===== config.mk =====
export PLATFORM = sky130hd
export DESIGN_NAME = e1_perf_monitor
export DESIGN_NICKNAME = d
export VERILOG_FILES = /design/src/core/e1_perf_pkg.sv /design/src/core/err_count_if.sv /design/src/core/e1_perf_monitor.sv /design/src/core/sat_counter.sv
export VERILOG_INCLUDE_DIRS = /design/src /design/src/core
export SDC_FILE = /design/constraint.sdc
export NUM_CORES = 1
export LEC_CHECK = 0
export ABC_AREA = 1
export BUFFER_PORTS_ARGS = -buffer_cell sky130_fd_sc_hd__buf_2
export CORE_MARGIN = 10
export CORE_UTILIZATION = 42
export CTS_CLUSTER_DIAMETER = 100
export DETAILED_ROUTE_END_ITERATION = 16
export HOLD_SLACK_MARGIN = 0.05
export PLACE_DENSITY = 0.7
export REMOVE_ABC_BUFFERS = 1
export SYNTH_ARGS = -nofsm -noshare
export SYNTH_HDL_FRONTEND = slang
export SYNTH_SLANG_ARGS = --single-unit

===== constraint.sdc =====
create_clock -name i_clk -period 3.1 [get_ports i_clk]
set_input_delay 0.465 -clock i_clk [delete_from_list [all_inputs] [get_ports i_clk]]
set_output_delay 0.465 -clock i_clk [all_outputs]
set_load 0.01 [all_outputs]

===== src/core/e1_perf_consts.svh =====
/*
  Offsets, field positions, reset values and timing counts of the E1
  performance monitor. Assumes a 20 MHz system clock and 32-bit Avalon-MM
  register access, one register per aligned word.
*/
// How it works
// - Receive mask register enables eight receive status events, bit 7 to bit 0.
// - Second mask register enables eight frame and timer events, bit 7 to bit 0.
// - Mask bit zero blocks its event, one lets it interrupt.
// - All counters latch each boundary: one second, or 62.5 ms when selected.
// - Latched counts hold the previous interval until the next boundary.
// - Every counter stops at its maximum and never wraps.
// - Violation count is 16 bits, high byte at 0x00, low at 0x01.
// - Type select zero counts bipolar violations: two same-polarity marks in a row.
// - With zero substitution on, substitution violations are not counted.
// - Type select one counts code violations: successive violations of equal polarity.
// - Violation counter ignores sync loss and stops at 65535.
// - CRC error count is 10 bits: top two at 0x02, low byte 0x03.
// - CRC and E-bit counters stop during frame or CRC multiframe sync loss.
// - E-bit counter adds one for each received E-bit equal to zero.
// - E-bit count is 10 bits: top two at 0x04, low byte 0x05.
// - Bits 7..2 of 0x02 show the top six alignment error bits.
// - Bits 7..2 of 0x04 show the low six alignment error bits.
// - Alignment error counter stops during frame sync loss and alignment search.
// - Interval timer flag sets at every boundary.
`ifndef E1_PERF_CONSTS_SVH
`define E1_PERF_CONSTS_SVH

// ==========================================================
// Register indexes (byte address is four times the index)
`define VIOL_HI_IDX     7'h00
`define VIOL_LO_IDX     7'h01
`define CRC_HI_IDX      7'h02
`define CRC_LO_IDX      7'h03
`define FEB_HI_IDX      7'h04
`define FEB_LO_IDX      7'h05
`define RX_STATUS_IDX   7'h06
`define EV_STATUS_IDX   7'h07
`define RX_MASK_IDX     7'h16
`define EV_MASK_IDX     7'h17
`define CTRL_IDX        7'h1a

// ==========================================================
// Control fields and reset values
`define SHORT_SEL_BIT   7
`define VTYPE_BIT       6
`define ZSUB_BIT        2
`define TIMER_FLAG_BIT  4
`define CTRL_RESET      8'h00
`define MASK_RESET      8'h00

// ==========================================================
// Timing
`define CLK_PERIOD_NS       50
`define LONG_INTERVAL_NS    1000000000
`define SHORT_INTERVAL_US   62500

`endif


===== src/core/e1_perf_pkg.sv =====
/*
  Types shared by the performance monitor modules.
  Assumes nothing beyond a SystemVerilog compiler.
*/
package e1_perf_pkg;
  typedef logic [15:0] count_t;
  typedef enum logic {
    BUS_IDLE = 1'b0,
    BUS_ACK  = 1'b1
  } bus_state_t;
endpackage


===== src/core/err_count_if.sv =====
/*
  Link between the monitor core and one saturating counter.
  Assumes both ends run on the same clock.
*/
`timescale 1ns/100ps
`default_nettype none
interface err_count_if;
  logic                 inc;
  logic                 boundary;
  e1_perf_pkg::count_t  held;
  modport ctrl    (output inc, output boundary, input held);
  modport counter (input inc, input boundary, output held);
endinterface
`default_nettype wire


===== src/core/e1_perf_monitor.sv =====
/*
  E1 performance monitor: four error counters latched per interval,
  status flags, two interrupt masks and an Avalon-MM slave.
  Assumes framer strobes arrive on i_clk as single-cycle pulses.
*/
`timescale 1ns/100ps
`default_nettype none
`include "e1_perf_consts.svh"
module e1_perf_monitor #(
  parameter int unsigned LONG_CYCLES  = `LONG_INTERVAL_NS / `CLK_PERIOD_NS,
  parameter int unsigned SHORT_CYCLES = (`SHORT_INTERVAL_US * 1000) / `CLK_PERIOD_NS
) (
  input  wire logic        i_clk,
  input  wire logic        i_sys_rst,
  input  wire logic [8:0]  i_avs_address,
  input  wire logic        i_avs_read,
  input  wire logic        i_avs_write,
  input  wire logic [31:0] i_avs_writedata,
  input  wire logic [3:0]  i_avs_byteenable,
  output logic [31:0]      o_avs_readdata,
  output logic             o_avs_waitrequest,
  input  wire logic        i_rx_bit_valid,
  input  wire logic        i_rx_pos,
  input  wire logic        i_rx_neg,
  input  wire logic        i_crc_error,
  input  wire logic        i_ebit_strobe,
  input  wire logic        i_ebit,
  input  wire logic        i_fas_word_error,
  input  wire logic        i_fas_sync_lost,
  input  wire logic        i_crc_sync_lost,
  input  wire logic        i_sync_search,
  input  wire logic [7:0]  i_rx_status_events,
  input  wire logic [7:0]  i_frame_events,
  output logic             o_irq
);
  localparam int TW = $clog2(LONG_CYCLES + 1);
  localparam logic [TW-1:0] LONG_LIM  = TW'(LONG_CYCLES - 1);
  localparam logic [TW-1:0] SHORT_LIM = TW'(SHORT_CYCLES - 1);

  function automatic int cnt_width(input int n);
    unique case (n)
      0:       cnt_width = 16;
      3:       cnt_width = 12;
      default: cnt_width = 10;
    endcase
  endfunction

  function automatic logic hit(input logic [6:0] idx, input logic [6:0] want);
    hit = (idx == want);
  endfunction

  e1_perf_pkg::bus_state_t state_r;
  logic [7:0]              ctrl_r;
  logic [7:0]              rx_mask_r;
  logic [7:0]              ev_mask_r;
  logic [7:0]              rx_flags_r;
  logic [7:0]              ev_flags_r;
  logic [7:0]              rx_flags_nxt;
  logic [7:0]              ev_flags_nxt;
  logic [7:0]              rd_byte;
  logic [6:0]              idx;
  logic                    wr_fire;
  logic [TW-1:0]           tmr_r;
  logic [TW-1:0]           tmr_lim;
  logic                    tick_r;
  logic                    last_mark_pos_r;
  logic                    last_viol_pos_r;
  logic                    seen_mark_r;
  logic                    seen_viol_r;
  logic [1:0]              zero_run_r;
  logic                    mark;
  logic                    bipolar_violation;
  logic                    subst_v;
  logic                    cv;
  logic                    viol_inc;
  logic                    crc_inc;
  logic                    feb_inc;
  logic                    fas_inc;
  logic                    crc_ok;
  logic [3:0]              inc_vec;
  e1_perf_pkg::count_t     held [4];

  assign idx     = i_avs_address[8:2];
  assign wr_fire = (state_r == e1_perf_pkg::BUS_ACK) && i_avs_write && i_avs_byteenable[0];

  // ==========================================================
  // Interval timer
  assign tmr_lim = ctrl_r[`SHORT_SEL_BIT] ? SHORT_LIM : LONG_LIM;

  always_ff @(posedge i_clk) begin
    if (i_sys_rst) begin
      tmr_r  <= '0;
      tick_r <= 1'b0;
    end else if (tmr_r >= tmr_lim) begin
      tmr_r  <= '0;
      tick_r <= 1'b1;
    end else begin
      tmr_r  <= tmr_r + TW'(1);
      tick_r <= 1'b0;
    end
  end

  // ==========================================================
  // Line violation detection
  assign mark    = i_rx_bit_valid && (i_rx_pos || i_rx_neg);
  // No polarity to compare against until the first mark after reset
  assign bipolar_violation     = mark && seen_mark_r && (i_rx_pos == last_mark_pos_r);
  // B00V and 000V both leave two or more zeros before the V
  assign subst_v = ctrl_r[`ZSUB_BIT] && (zero_run_r >= 2'd2);
  assign cv      = bipolar_violation && seen_viol_r && (i_rx_pos == last_viol_pos_r);
  assign viol_inc = ctrl_r[`VTYPE_BIT] ? cv : (bipolar_violation && !subst_v);

  always_ff @(posedge i_clk) begin
    if (i_sys_rst) begin
      last_mark_pos_r <= 1'b0;
      seen_mark_r     <= 1'b0;
      zero_run_r      <= 2'd0;
    end else if (i_rx_bit_valid) begin
      if (mark) begin
        last_mark_pos_r <= i_rx_pos;
        seen_mark_r     <= 1'b1;
        zero_run_r      <= 2'd0;
      end else if (zero_run_r != 2'd3) begin
        zero_run_r <= zero_run_r + 2'd1;
      end
    end
  end

  always_ff @(posedge i_clk) begin
    if (i_sys_rst) begin
      last_viol_pos_r <= 1'b0;
      seen_viol_r     <= 1'b0;
    end else if (bipolar_violation) begin
      last_viol_pos_r <= i_rx_pos;
      seen_viol_r     <= 1'b1;
    end
  end

  // ==========================================================
  // Counter gating
  assign crc_ok  = !i_fas_sync_lost && !i_crc_sync_lost;
  assign crc_inc = i_crc_error && crc_ok;
  assign feb_inc = i_ebit_strobe && !i_ebit && crc_ok;
  assign fas_inc = i_fas_word_error && !i_fas_sync_lost && !i_sync_search;
  assign inc_vec = {fas_inc, feb_inc, crc_inc, viol_inc};

  err_count_if cnt_if [4] ();

  genvar g;
  generate
    for (g = 0; g < 4; g++) begin : g_cnt
      assign cnt_if[g].inc      = inc_vec[g];
      assign cnt_if[g].boundary = tick_r;
      assign held[g]            = cnt_if[g].held;
      sat_counter #(
        .WIDTH (cnt_width(g))
      ) u_cnt (
        .i_clk     (i_clk),
        .i_sys_rst (i_sys_rst),
        .port      (cnt_if[g])
      );
    end
  endgenerate

  // ==========================================================
  // Control and mask registers
  always_ff @(posedge i_clk) begin
    if (i_sys_rst) begin
      ctrl_r <= `CTRL_RESET;
    end else if (wr_fire && hit(idx, `CTRL_IDX)) begin
      ctrl_r <= i_avs_writedata[7:0];
    end
  end

  always_ff @(posedge i_clk) begin
    if (i_sys_rst) begin
      rx_mask_r <= `MASK_RESET;
      ev_mask_r <= `MASK_RESET;
    end else if (wr_fire) begin
      if (hit(idx, `RX_MASK_IDX)) begin
        rx_mask_r <= i_avs_writedata[7:0];
      end
      if (hit(idx, `EV_MASK_IDX)) begin
        ev_mask_r <= i_avs_writedata[7:0];
      end
    end
  end

  // ==========================================================
  // Status flags, write one to clear; a new event beats the clear
  always_comb begin
    rx_flags_nxt = rx_flags_r;
    ev_flags_nxt = ev_flags_r;
    if (wr_fire && hit(idx, `RX_STATUS_IDX)) begin
      rx_flags_nxt = rx_flags_nxt & ~i_avs_writedata[7:0];
    end
    if (wr_fire && hit(idx, `EV_STATUS_IDX)) begin
      ev_flags_nxt = ev_flags_nxt & ~i_avs_writedata[7:0];
    end
    rx_flags_nxt = rx_flags_nxt | i_rx_status_events;
    ev_flags_nxt = ev_flags_nxt | i_frame_events;
    ev_flags_nxt[`TIMER_FLAG_BIT] = ev_flags_nxt[`TIMER_FLAG_BIT] | tick_r;
  end

  always_ff @(posedge i_clk) begin
    if (i_sys_rst) begin
      rx_flags_r <= 8'h00;
      ev_flags_r <= 8'h00;
    end else begin
      rx_flags_r <= rx_flags_nxt;
      ev_flags_r <= ev_flags_nxt;
    end
  end

  // Zero mask bit blocks its flag from the request line
  always_ff @(posedge i_clk) begin
    if (i_sys_rst) begin
      o_irq <= 1'b0;
    end else begin
      o_irq <= |(rx_flags_nxt & rx_mask_r) || |(ev_flags_nxt & ev_mask_r);
    end
  end

  // ==========================================================
  // Read decode
  always_comb begin
    unique case (idx)
      `VIOL_HI_IDX:   rd_byte = held[0][15:8];
      `VIOL_LO_IDX:   rd_byte = held[0][7:0];
      `CRC_HI_IDX:    rd_byte = {held[3][11:6], held[1][9:8]};
      `CRC_LO_IDX:    rd_byte = held[1][7:0];
      `FEB_HI_IDX:    rd_byte = {held[3][5:0], held[2][9:8]};
      `FEB_LO_IDX:    rd_byte = held[2][7:0];
      `RX_STATUS_IDX: rd_byte = rx_flags_r;
      `EV_STATUS_IDX: rd_byte = ev_flags_r;
      `RX_MASK_IDX:   rd_byte = rx_mask_r;
      `EV_MASK_IDX:   rd_byte = ev_mask_r;
      `CTRL_IDX:      rd_byte = ctrl_r;
      default:        rd_byte = 8'h00;
    endcase
  end

  // ==========================================================
  // Avalon slave: fixed one-cycle wait keeps waitrequest a pure flop
  always_ff @(posedge i_clk) begin
    if (i_sys_rst) begin
      state_r           <= e1_perf_pkg::BUS_IDLE;
      o_avs_waitrequest <= 1'b1;
      o_avs_readdata    <= 32'h0000_0000;
    end else begin
      unique case (state_r)
        e1_perf_pkg::BUS_IDLE: begin
          if (i_avs_read || i_avs_write) begin
            state_r           <= e1_perf_pkg::BUS_ACK;
            o_avs_waitrequest <= 1'b0;
            o_avs_readdata    <= i_avs_read ? {24'h00_0000, rd_byte} : 32'h0000_0000;
          end
        end
        e1_perf_pkg::BUS_ACK: begin
          state_r           <= e1_perf_pkg::BUS_IDLE;
          o_avs_waitrequest <= 1'b1;
        end
      endcase
    end
  end

  // ==========================================================
  // Checks
  irq_follows_a: assert property (@(posedge i_clk) disable iff (i_sys_rst)
    (|(rx_flags_r & rx_mask_r) && !wr_fire && $stable(rx_mask_r)) |=> o_irq)
    else $error("enabled flag without interrupt");
  mask_blocks_a: assert property (@(posedge i_clk) disable iff (i_sys_rst)
    (rx_mask_r == 8'h00 && ev_mask_r == 8'h00) [*2] |-> !o_irq)
    else $error("interrupt while all masked");
  boundary_period_a: assert property (@(posedge i_clk) disable iff (i_sys_rst)
    $rose(tick_r) |-> $past(tmr_r) >= $past(tmr_lim))
    else $error("boundary before interval end");
  timer_flag_a: assert property (@(posedge i_clk) disable iff (i_sys_rst)
    tick_r |=> ev_flags_r[`TIMER_FLAG_BIT])
    else $error("timer flag missed boundary");
  crc_inhibit_a: assert property (@(posedge i_clk) disable iff (i_sys_rst)
    (i_fas_sync_lost || i_crc_sync_lost) |-> !crc_inc && !feb_inc)
    else $error("crc or e-bit counted during sync loss");
  ebit_zero_a: assert property (@(posedge i_clk) disable iff (i_sys_rst)
    (i_ebit_strobe && !i_fas_sync_lost && !i_crc_sync_lost) |-> feb_inc == !i_ebit)
    else $error("e-bit count mismatch");
  fas_inhibit_a: assert property (@(posedge i_clk) disable iff (i_sys_rst)
    (i_fas_sync_lost || i_sync_search) |-> !fas_inc)
    else $error("alignment error counted while unsynced");
  bpv_count_a: assert property (@(posedge i_clk) disable iff (i_sys_rst)
    (bipolar_violation && !ctrl_r[`VTYPE_BIT] && !ctrl_r[`ZSUB_BIT]) |-> viol_inc)
    else $error("bipolar violation not counted");
  viol_read_a: assert property (@(posedge i_clk) disable iff (i_sys_rst)
    (state_r == e1_perf_pkg::BUS_IDLE && i_avs_read && idx == `VIOL_HI_IDX)
      |=> !o_avs_waitrequest && o_avs_readdata[7:0] == $past(held[0][15:8]))
    else $error("violation high byte misread");

  // ==========================================================
  // Further checks
  viol_lo_read_a: assert property (@(posedge i_clk) disable iff (i_sys_rst)
    (state_r == e1_perf_pkg::BUS_IDLE && i_avs_read && idx == `VIOL_LO_IDX)
      |=> o_avs_readdata[7:0] == $past(held[0][7:0]))
    else $error("violation low byte misread");
  crc_hi_read_a: assert property (@(posedge i_clk) disable iff (i_sys_rst)
    (state_r == e1_perf_pkg::BUS_IDLE && i_avs_read && idx == `CRC_HI_IDX)
      |=> o_avs_readdata[7:0] == $past({held[3][11:6], held[1][9:8]}))
    else $error("crc high byte misread");
  feb_hi_read_a: assert property (@(posedge i_clk) disable iff (i_sys_rst)
    (state_r == e1_perf_pkg::BUS_IDLE && i_avs_read && idx == `FEB_HI_IDX)
      |=> o_avs_readdata[7:0] == $past({held[3][5:0], held[2][9:8]}))
    else $error("e-bit high byte misread");
  ack_one_a: assert property (@(posedge i_clk) disable iff (i_sys_rst)
    !o_avs_waitrequest |=> o_avs_waitrequest)
    else $error("waitrequest low for more than one cycle");
  first_mark_a: assert property (@(posedge i_clk) disable iff (i_sys_rst)
    (mark && !seen_mark_r) |-> !bipolar_violation)
    else $error("first mark after reset taken as violation");
  zsub_skip_a: assert property (@(posedge i_clk) disable iff (i_sys_rst)
    (bipolar_violation && subst_v && !ctrl_r[`VTYPE_BIT]) |-> !viol_inc)
    else $error("substitution violation counted");
  code_only_a: assert property (@(posedge i_clk) disable iff (i_sys_rst)
    ctrl_r[`VTYPE_BIT] |-> viol_inc == cv)
    else $error("code violation count mismatch");
  crc_count_a: assert property (@(posedge i_clk) disable iff (i_sys_rst)
    (i_crc_error && !i_fas_sync_lost && !i_crc_sync_lost) |-> crc_inc)
    else $error("crc error not counted in sync");
  fas_count_a: assert property (@(posedge i_clk) disable iff (i_sys_rst)
    (i_fas_word_error && !i_fas_sync_lost && !i_sync_search) |-> fas_inc)
    else $error("alignment error not counted in sync");
  rx_mask_wr_a: assert property (@(posedge i_clk) disable iff (i_sys_rst)
    (wr_fire && hit(idx, `RX_MASK_IDX)) |=> rx_mask_r == $past(i_avs_writedata[7:0]))
    else $error("receive mask write lost");
  ev_mask_wr_a: assert property (@(posedge i_clk) disable iff (i_sys_rst)
    (wr_fire && hit(idx, `EV_MASK_IDX)) |=> ev_mask_r == $past(i_avs_writedata[7:0]))
    else $error("event mask write lost");
  flag_set_wins_a: assert property (@(posedge i_clk) disable iff (i_sys_rst)
    (i_rx_status_events != 8'h00)
      |=> (rx_flags_r & $past(i_rx_status_events)) == $past(i_rx_status_events))
    else $error("receive event lost to clear");
  irq_clear_a: assert property (@(posedge i_clk) disable iff (i_sys_rst)
    ((rx_flags_nxt & rx_mask_r) == 8'h00 && (ev_flags_nxt & ev_mask_r) == 8'h00) |=> !o_irq)
    else $error("interrupt without enabled flag");
  timer_range_a: assert property (@(posedge i_clk) disable iff (i_sys_rst)
    tmr_r <= LONG_LIM)
    else $error("interval timer overran");
endmodule // e1_perf_monitor
`default_nettype wire


===== src/core/sat_counter.sv =====
/*
  Saturating error counter with an interval latch.
  Assumes inc and boundary are single-cycle strobes on i_clk.
*/
`timescale 1ns/100ps
`default_nettype none
module sat_counter #(
  parameter int WIDTH = 16
) (
  input  wire logic   i_clk,
  input  wire logic   i_sys_rst,
  err_count_if.counter port
);
  localparam e1_perf_pkg::count_t MAX = 16'((32'd1 << WIDTH) - 32'd1);

  e1_perf_pkg::count_t run_r;
  e1_perf_pkg::count_t run_nxt;

  // ==========================================================
  // Running count
  always_comb begin
    run_nxt = run_r;
    if (port.inc && run_r != MAX) begin
      run_nxt = run_r + 16'h0001;
    end
  end

  always_ff @(posedge i_clk) begin
    if (i_sys_rst) begin
      run_r <= 16'h0000;
    end else if (port.boundary) begin
      run_r <= 16'h0000;
    end else begin
      run_r <= run_nxt;
    end
  end

  // Event in the boundary cycle belongs to the closing interval
  always_ff @(posedge i_clk) begin
    if (i_sys_rst) begin
      port.held <= 16'h0000;
    end else if (port.boundary) begin
      port.held <= run_nxt;
    end
  end

  // ==========================================================
  // Checks
  sat_stop_a: assert property (@(posedge i_clk) disable iff (i_sys_rst)
    (run_r == MAX && port.inc && !port.boundary) |=> run_r == MAX)
    else $error("counter wrapped past maximum");
  held_stable_a: assert property (@(posedge i_clk) disable iff (i_sys_rst)
    !port.boundary |=> $stable(port.held))
    else $error("held count changed between boundaries");
endmodule // sat_counter
`default_nettype wire


==> results.yml, run 1 <==
status:
  status: "finished clean"
critical_path:
  path_common_cell: "nand2_1"
  crit_fanout: 25
  path_cells: "inv_1 -> ha_1 -> nand4_1 -> nor4_1 -> nand2_1 -> nand2_1 -> nand2_1 -> and2_1 -> nand2_2 -> nor2_1"
  slowest_delay_ns: 0.55
  critPathKind: "flip-flop to flip-flop"
  slowest_stage: "dfxtp_1"
  worstPathArrival_ns: 2.78
  end_kind: "flip-flop"
  cp_data_required_time_ns: 3.41
  start_kind: "flip-flop"
  r2r_cells: 10
floorplan:
  die_x_um: 175
  die-area_sq_mm: 0.0307
  die_h_um: 175
  ios: 109
  coreArea_sq_mm: 0.0236
  initial_core_util_pct: 42.8
  row_count: 56
timing:
  finalHoldViolations: 0
  final_min_period_over_clock_period_pct: 79.5
  fin_crit_ns: 2.47
  relSlewSlack_pct: 52.9
  worst_pin_slew_ns: 0.704
  fin_worst_skew_ns: 0.0149
  tns_ns: 0
  max_freq_mhz: 406
  rsz0062_at_grt: "false"
  maxSlewViolCount: 0
  setup_ws_ns: 0.634
  setup_viol: 0
synthesis:
  ys_ff_latch: 195
  synth_top_area_cell: "dfxtp_1"
  synth.most_common_cell: "nand2_1"
  synth_top_family_by_area: "simple AND/OR/NAND/NOR gates"
  yosys-top-cells-area: "dfxtp_1 39%, nand2_1 11%, inv_1 7.0%, nor2_1 7.0%, xor2_1 4.3%"
  synth_compound_area_share_pct: 12.4
  synth-edff-count: 0
  yosysSeqAreaShare_pct: 38.6
  async_reset_ff_share_pct: 0
  synthMuxAreaShare_pct: 0
  yosys.area_share.adder_pct: 2.10
  yosysWarnings: 0
  yosys.area_share.simple_pct: 29.6
  netlist_area_sq_mm: 0.0101
  netlist_instances: 1447
  synth_common_cells: "288 x nand2_1, 195 x dfxtp_1, 188 x inv_1, 188 x nor2_1, 78 x o21ai_0"
  synth-main-ff-cell: "dfxtp_1"
  synth.distinct_cells: 47
  yosysTopAreaCellShare_pct: 38.6
  synth-xor-area-share_pct: 5.97
  syn_area_per_cell_sq_um: 6.99
final_layout:
  area_growth_pct: 10.6
  fin_cells: 1827
  final_nets: 1585
  layout-drive-gt1-share_pct: 10.4
  fin_util_pct: 47.4
  final_area_sq_mm: 0.0112
place:
  port_buffers: 55
  pre_cts_ws_ns: 0.657
  postPlaceCellArea_sq_mm: 0.0106
  dp_hpwl_um: 18400
  place_congestion: 0.885
  placedCellCount: 1793
cts:
  tritoncts: "built"
  post-cts-setup-buffers: 0
  clkSinkCount: 195
  cts_root_buf: "clkbuf_16"
  clockBufferDepth: 2
  cts-buffers-inserted: 17
  cts_resized: 0
  ctsHtreeMaxLevel: 4
  clkLatencyLatePin_ns: 0.44
  clkTransAtPathRegs_ns: 0.08
  cts_hold_buf: 0
flow_run:
  maxCapViolCount: 0
route:
  ant_nets: 0
  viasPerCell: 4.90
  first_pass_iters: 5
  drt-total-wl_um: 24500
  route.detailed.drc: 0
  drt_iter0_drc: 565
  vias: 8945
  wl_per_cell_um: 13.4
grt:
  grt_pass1_vias: 8275
  grt_antenna_before_repair: 0
  grt_pass1_wl_um: 40900
  grt_max_degree: 45
  track_usage_pct: 15.9
  grt_overflow_total: 0
power:
  ir_drop_v: 0.000245
  power_density_mw_per_mm2: 447
  p_leak_nw: 4.35
worst_hold_path:
  min_delay_path_depth: 3
  hold_class: "primary input to flip-flop"
## cells in the final DEF (no fill, tap or decap), drive strengths merged, types with 3 or more instances in the layout
cell type and count:
nand2 296, inv 214, nor2 205, dfxtp 195, o21ai 111, a21oi 74
nand3 73, buf 63, xor2 50, nor3 32, nand4 28, conb 24
o22ai 23, xnor2 19, a31oi 18, ha 17, clkbuf 17, nand3b 12
clkinv 9, nor4 8, and2 6, or2 3
## worst paths after layout
path / slack, ns / from / end
max reg2reg: 0.63 / ctrl_r[7]$_SDFFE_PP0P_ / tmr_r[15]$_SDFF_PP0_
min reg2reg: 0.45 / ctrl_r[3]$_SDFFE_PP0P_ / ctrl_r[3]$_SDFFE_PP0P_
max: 0.63 / ctrl_r[7]$_SDFFE_PP0P_ / tmr_r[15]$_SDFF_PP0_
min: 0.30 / i_rx_status_events[5] / rx_flags_r[5]$_SDFF_PP0_
## where the power goes
group          switching (mW)  total (mW)  internal (mW)  leakage [nW]
Combinational           0.187       0.270         0.0827          2.48
Clock                    1.08        2.17           1.08         0.291
Sequential             0.0263        2.56           2.53          1.58
## metrics by stage
stage          power (mW)  hold WS, ns
2_1_floorplan        2.77        0.426
6_report             5.00        0.298
3_5_place_dp         2.88        0.440
4_1_cts              5.05        0.283
3_3_place_gp         2.88        0.436
5_1_grt              5.20        0.286
## flip-flops by register name (all words and copies together), names as in the netlist, 2 cells and up
| name | flops |
|---|---|
| o_avs_readdata | 8 |
| tmr_r | 25 |
| g_cnt.u_cnt.port.held | 48 |
| ev_mask_r | 8 |
| ctrl_r | 8 |
| rx_flags_r | 8 |
| ev_flags_r | 8 |
| g_cnt.u_cnt.run_r | 64 |
| zero_run_r | 2 |
| rx_mask_r | 8 |
## worst max-delay path: cells and delay by family (launching register included)
family                     cells  cell delay, ns
adders and majority gates      1            0.36
buffers and inverters          1            0.20
and+or+nand+nor                8            1.22
DFF                            1            0.55
## final cells by class
type,count,area (sq um)
clock inverter,15,164
multi-input combinational,1008,5160
inverter,208,783
tap,319,399
antenna,2,5.00
clock buffer,17,425
fill,2353,12400
timing repair buffer,63,348
sequential,195,3900
## layer usage
metal / wire length, um / up-vias / track usage, %
met1: 11900 / 4025 / 21.1
met4: 303 / 0 / 4.42
li1: - / 4699 / -
met2: 10900 / 201 / 25.3
met3: 1380 / 20 / 3.77
met5: 0 / - / 0
## cells by family (layout without fill, tap and decap cells)
group | count (synthesis) | in the layout
flip-flops | 195 | 195
buffers and inverters | 267 | 303
AND/OR/NAND/NOR | 667 | 667
AO/OA/AOI/OAI | 231 | 231
XOR/XNOR | 69 | 69
adder cells (fa/ha/maj) | 17 | 17
other | 1 | 26
Note: power is estimated with default switching activity, not from simulation.
==> inputs of run 2 (changes only) <==
--- a/config.mk
+++ b/config.mk
@@ -6,14 +6,14 @@
 export SDC_FILE = /design/constraint.sdc
 export NUM_CORES = 1
 export LEC_CHECK = 0
-export ABC_AREA = 1
+export ABC_AREA = 0
 export BUFFER_PORTS_ARGS = -buffer_cell sky130_fd_sc_hd__buf_2
 export CORE_MARGIN = 10
 export CORE_UTILIZATION = 42
 export CTS_CLUSTER_DIAMETER = 100
 export DETAILED_ROUTE_END_ITERATION = 16
 export HOLD_SLACK_MARGIN = 0.05
-export PLACE_DENSITY = 0.7
+export PLACE_DENSITY = 0.73
 export REMOVE_ABC_BUFFERS = 1
 export SYNTH_ARGS = -nofsm -noshare
 export SYNTH_HDL_FRONTEND = slang
==> constraint.sdc (replaced) <==
create_clock -name i_clk -period 2 [get_ports i_clk]
set_input_delay 0.3 -clock i_clk [delete_from_list [all_inputs] [get_ports i_clk]]
set_output_delay 0.3 -clock i_clk [all_outputs]
set_load 0.01 [all_outputs]
==> results.yml, run 2 <==
status:
  status: "finished with violations"
  violations: "setup timing"
cts:
  cts-buffers-inserted: 17
  clkSinkCount: 195
  tritoncts: "built"
  clkTransAtPathRegs_ns: 0.07
  ctsHtreeMaxLevel: 4
  cts_hold_buf: 0
  clockBufferDepth: 2
  clkLatencyLatePin_ns: 0.44
  cts_root_buf: "clkbuf_16"
final_layout:
  fillers: 1992
  fin_cells: 1452
  mostFrequentLayoutCells: "192 x dfxtp_1, 177 x nor2_1, 86 x nand2_1"
  area_growth_pct: 20.4
  multi_input_area_sq_mm: 0.00518
  diodes: 0
  layout-drive-gt1-share_pct: 20.9
  largest_register_ffs: 64
  regArea_sq_mm: 0.00391
  reg_top3: "g_cnt.u_cnt.run_r x64, g_cnt.u_cnt.port.held x48, tmr_r x25"
  final_common_cell: "dfxtp_1"
  regMostFlops: "g_cnt.u_cnt.run_r"
  final_nets: 1251
power:
  p_leak_nw: 4.21
  power_density_mw_per_mm2: 726
  ir_drop_v: 0.000413
  power_mw: 8.03
timing:
  holdWs_ns: 0.0795
  relSlewSlack_pct: 58.0
  setup_ws_ns: -0.126
  final_min_period_over_clock_period_pct: 106
  worst_pin_slew_ns: 0.624
  finalHoldViolations: 0
  setup_viol: 26
  fin_worst_skew_ns: 0.00743
  maxSlewViolCount: 0
  rsz0062_at_grt: "true"
  tns_ns: -2.90
  fin_crit_ns: 2.13
  max_freq_mhz: 470
synthesis:
  yosysSeqAreaShare_pct: 42.5
  yosysWarnings: 0
  yosys-top-cells-area: "dfxtp_1 42%, nor2_1 7.8%, xor2_1 5.0%, mux2i_1 3.7%, nand2_1 3.6%"
  synth.most_common_cell: "dfxtp_1"
  ys_ff_latch: 195
  synth-main-ff-cell: "dfxtp_1"
  synth-edff-count: 0
  syn_area_per_cell_sq_um: 8.72
  netlist_area_sq_mm: 0.00920
  synth_common_cells: "195 x dfxtp_1, 190 x nor2_1, 87 x nand2_1"
  netlist_instances: 1054
  synth_top_area_cell: "dfxtp_1"
  synth.distinct_cells: 71
  yosysTopAreaCellShare_pct: 42.5
  async_reset_ff_share_pct: 0
flow_run:
  maxCapViolCount: 0
route:
  viasPerCell: 5.43
  drt_iter0_drc: 714
  wl_per_cell_um: 16.3
  first_pass_iters: 7
  drt-total-wl_um: 23600
  route.detailed.drc: 0
  vias: 7878
  ant_nets: 0
place:
  place_congestion: 0.831
  placedCellCount: 1413
  dp_hpwl_um: 16900
  port_buffers: 55
floorplan:
  die_x_um: 168
  row_count: 54
  initial_core_util_pct: 42.4
  ios: 109
  coreArea_sq_mm: 0.0217
  die_h_um: 168
  die-area_sq_mm: 0.0282
critical_path:
  start_kind: "flip-flop"
  end_kind: "flip-flop"
  critPathKind: "flip-flop to flip-flop"
  worstPathArrival_ns: 2.46
  crit_fanout: 6
  cp_data_required_time_ns: 2.33
grt:
  grt_overflow_total: 0
  grt_antenna_before_repair: 0
  grt_max_degree: 53
  grt_pass1_vias: 7349
  track_usage_pct: 16.1
  grt_pass1_wl_um: 37600
worst_hold_path:
  hold_class: "primary input to flip-flop"
==> run 2: cell types whose count changed after synthesis, sizes merged, moves of 19 or more <==
cell,before,now
nand2,296,87
inv,207,12
o21ai,111,54
a21oi,74,36
a211oi,1,35
mux2i,0,34
and3,1,31
nand3,73,45
o22ai,23,3
nor3,32,13
==> run 2: per-stage QoR <==
| stage | utilization, % | instance area (sq um) | setup slack [ns] |
|---|---|---|---|
| after floorplan | - | 8850 | -0.291 |
| after global placement | 46.5 | 10100 | -0.178 |
| after detailed placement | 46.5 | 10100 | -0.234 |
| after CTS | 49.8 | 10800 | -0.108 |
| after global routing | 51.0 | 11100 | -0.207 |
| final | 51.0 | 11100 | -0.126 |
==> run 2: path summary, 6_finish.rpt <==
kind / from / to / slack (ns) / cells after the start
hold / removal: i_frame_events[1] / ev_flags_r[1]$_SDFF_PP0_ / 0.08 / 3
setup reg to reg: ctrl_r[7]$_SDFFE_PP0P_ / tmr_r[20]$_SDFF_PP0_ / -0.13 / 9
hold reg to reg: g_cnt[0].u_cnt.port.held[11]$_SDFFE_PP0P_ / g_cnt[0].u_cnt.port.held[11]$_SDFFE_PP0P_ / 0.45 / 2
setup / recovery: ctrl_r[7]$_SDFFE_PP0P_ / tmr_r[20]$_SDFF_PP0_ / -0.13 / 9
==> run 2: area by class of cell <==
class | count | share of cell area (%)
flip-flops and latches | 195 | 35.3
repair buffers | 135 | 8.57
multi-input cells | 798 | 46.9
clock inverters | 14 | 1.80
well taps | 280 | 3.17
inverters | 12 | 0.407
clock buffers | 18 | 3.88
==> run 2: kinds of logic after synthesis <==
family / synth area share (%)
compound gates: 12.5
xor+xnor: 7.72
fa+ha+maj: 2.31
buf+inv: 5.13
flops: 42.5
mux: 6.03
other cells: 0.0408
simple gates: 23.9
==> run 2: critical path: stages (launching register included) <==
cell      delay (ns)
dfxtp_4         0.36
buf_12          0.14
ha_4            0.25
nand4b_1        0.10
or3_4           0.39
o311ai_4        0.31
a22oi_2         0.15
nand2_4         0.13
buf_6           0.14
nor2_1          0.05
==> run 2: what timing repair did <==
action / CTS / global route
resized for setup: 17 / 52
pin swaps: 12 / 23
setup endpoints to repair: 36 / 65
setup buffers: 0 / 4
cloned: 1 / 2
==> run 2: routing by layer <==
metal / up-vias / wire, um / part of all wire, % / track usage, %
li1: 3881 / - / - / -
met1: 3756 / 10500 / 45 / 20.7
met2: 210 / 11300 / 48 / 26.2
met3: 31 / 1370 / 5.8 / 3.68
met4: 0 / 385 / 1.6 / 5.22
met5: - / 0 / 0 / 0
==> run 2: power breakdown <==
group          leakage (nW)  total, mW  switching (mW)  internal (mW)
Sequential             1.58       3.96          0.0350           3.92
Combinational          2.34      0.419           0.260          0.159
Clock                 0.294       3.66            1.55           2.11
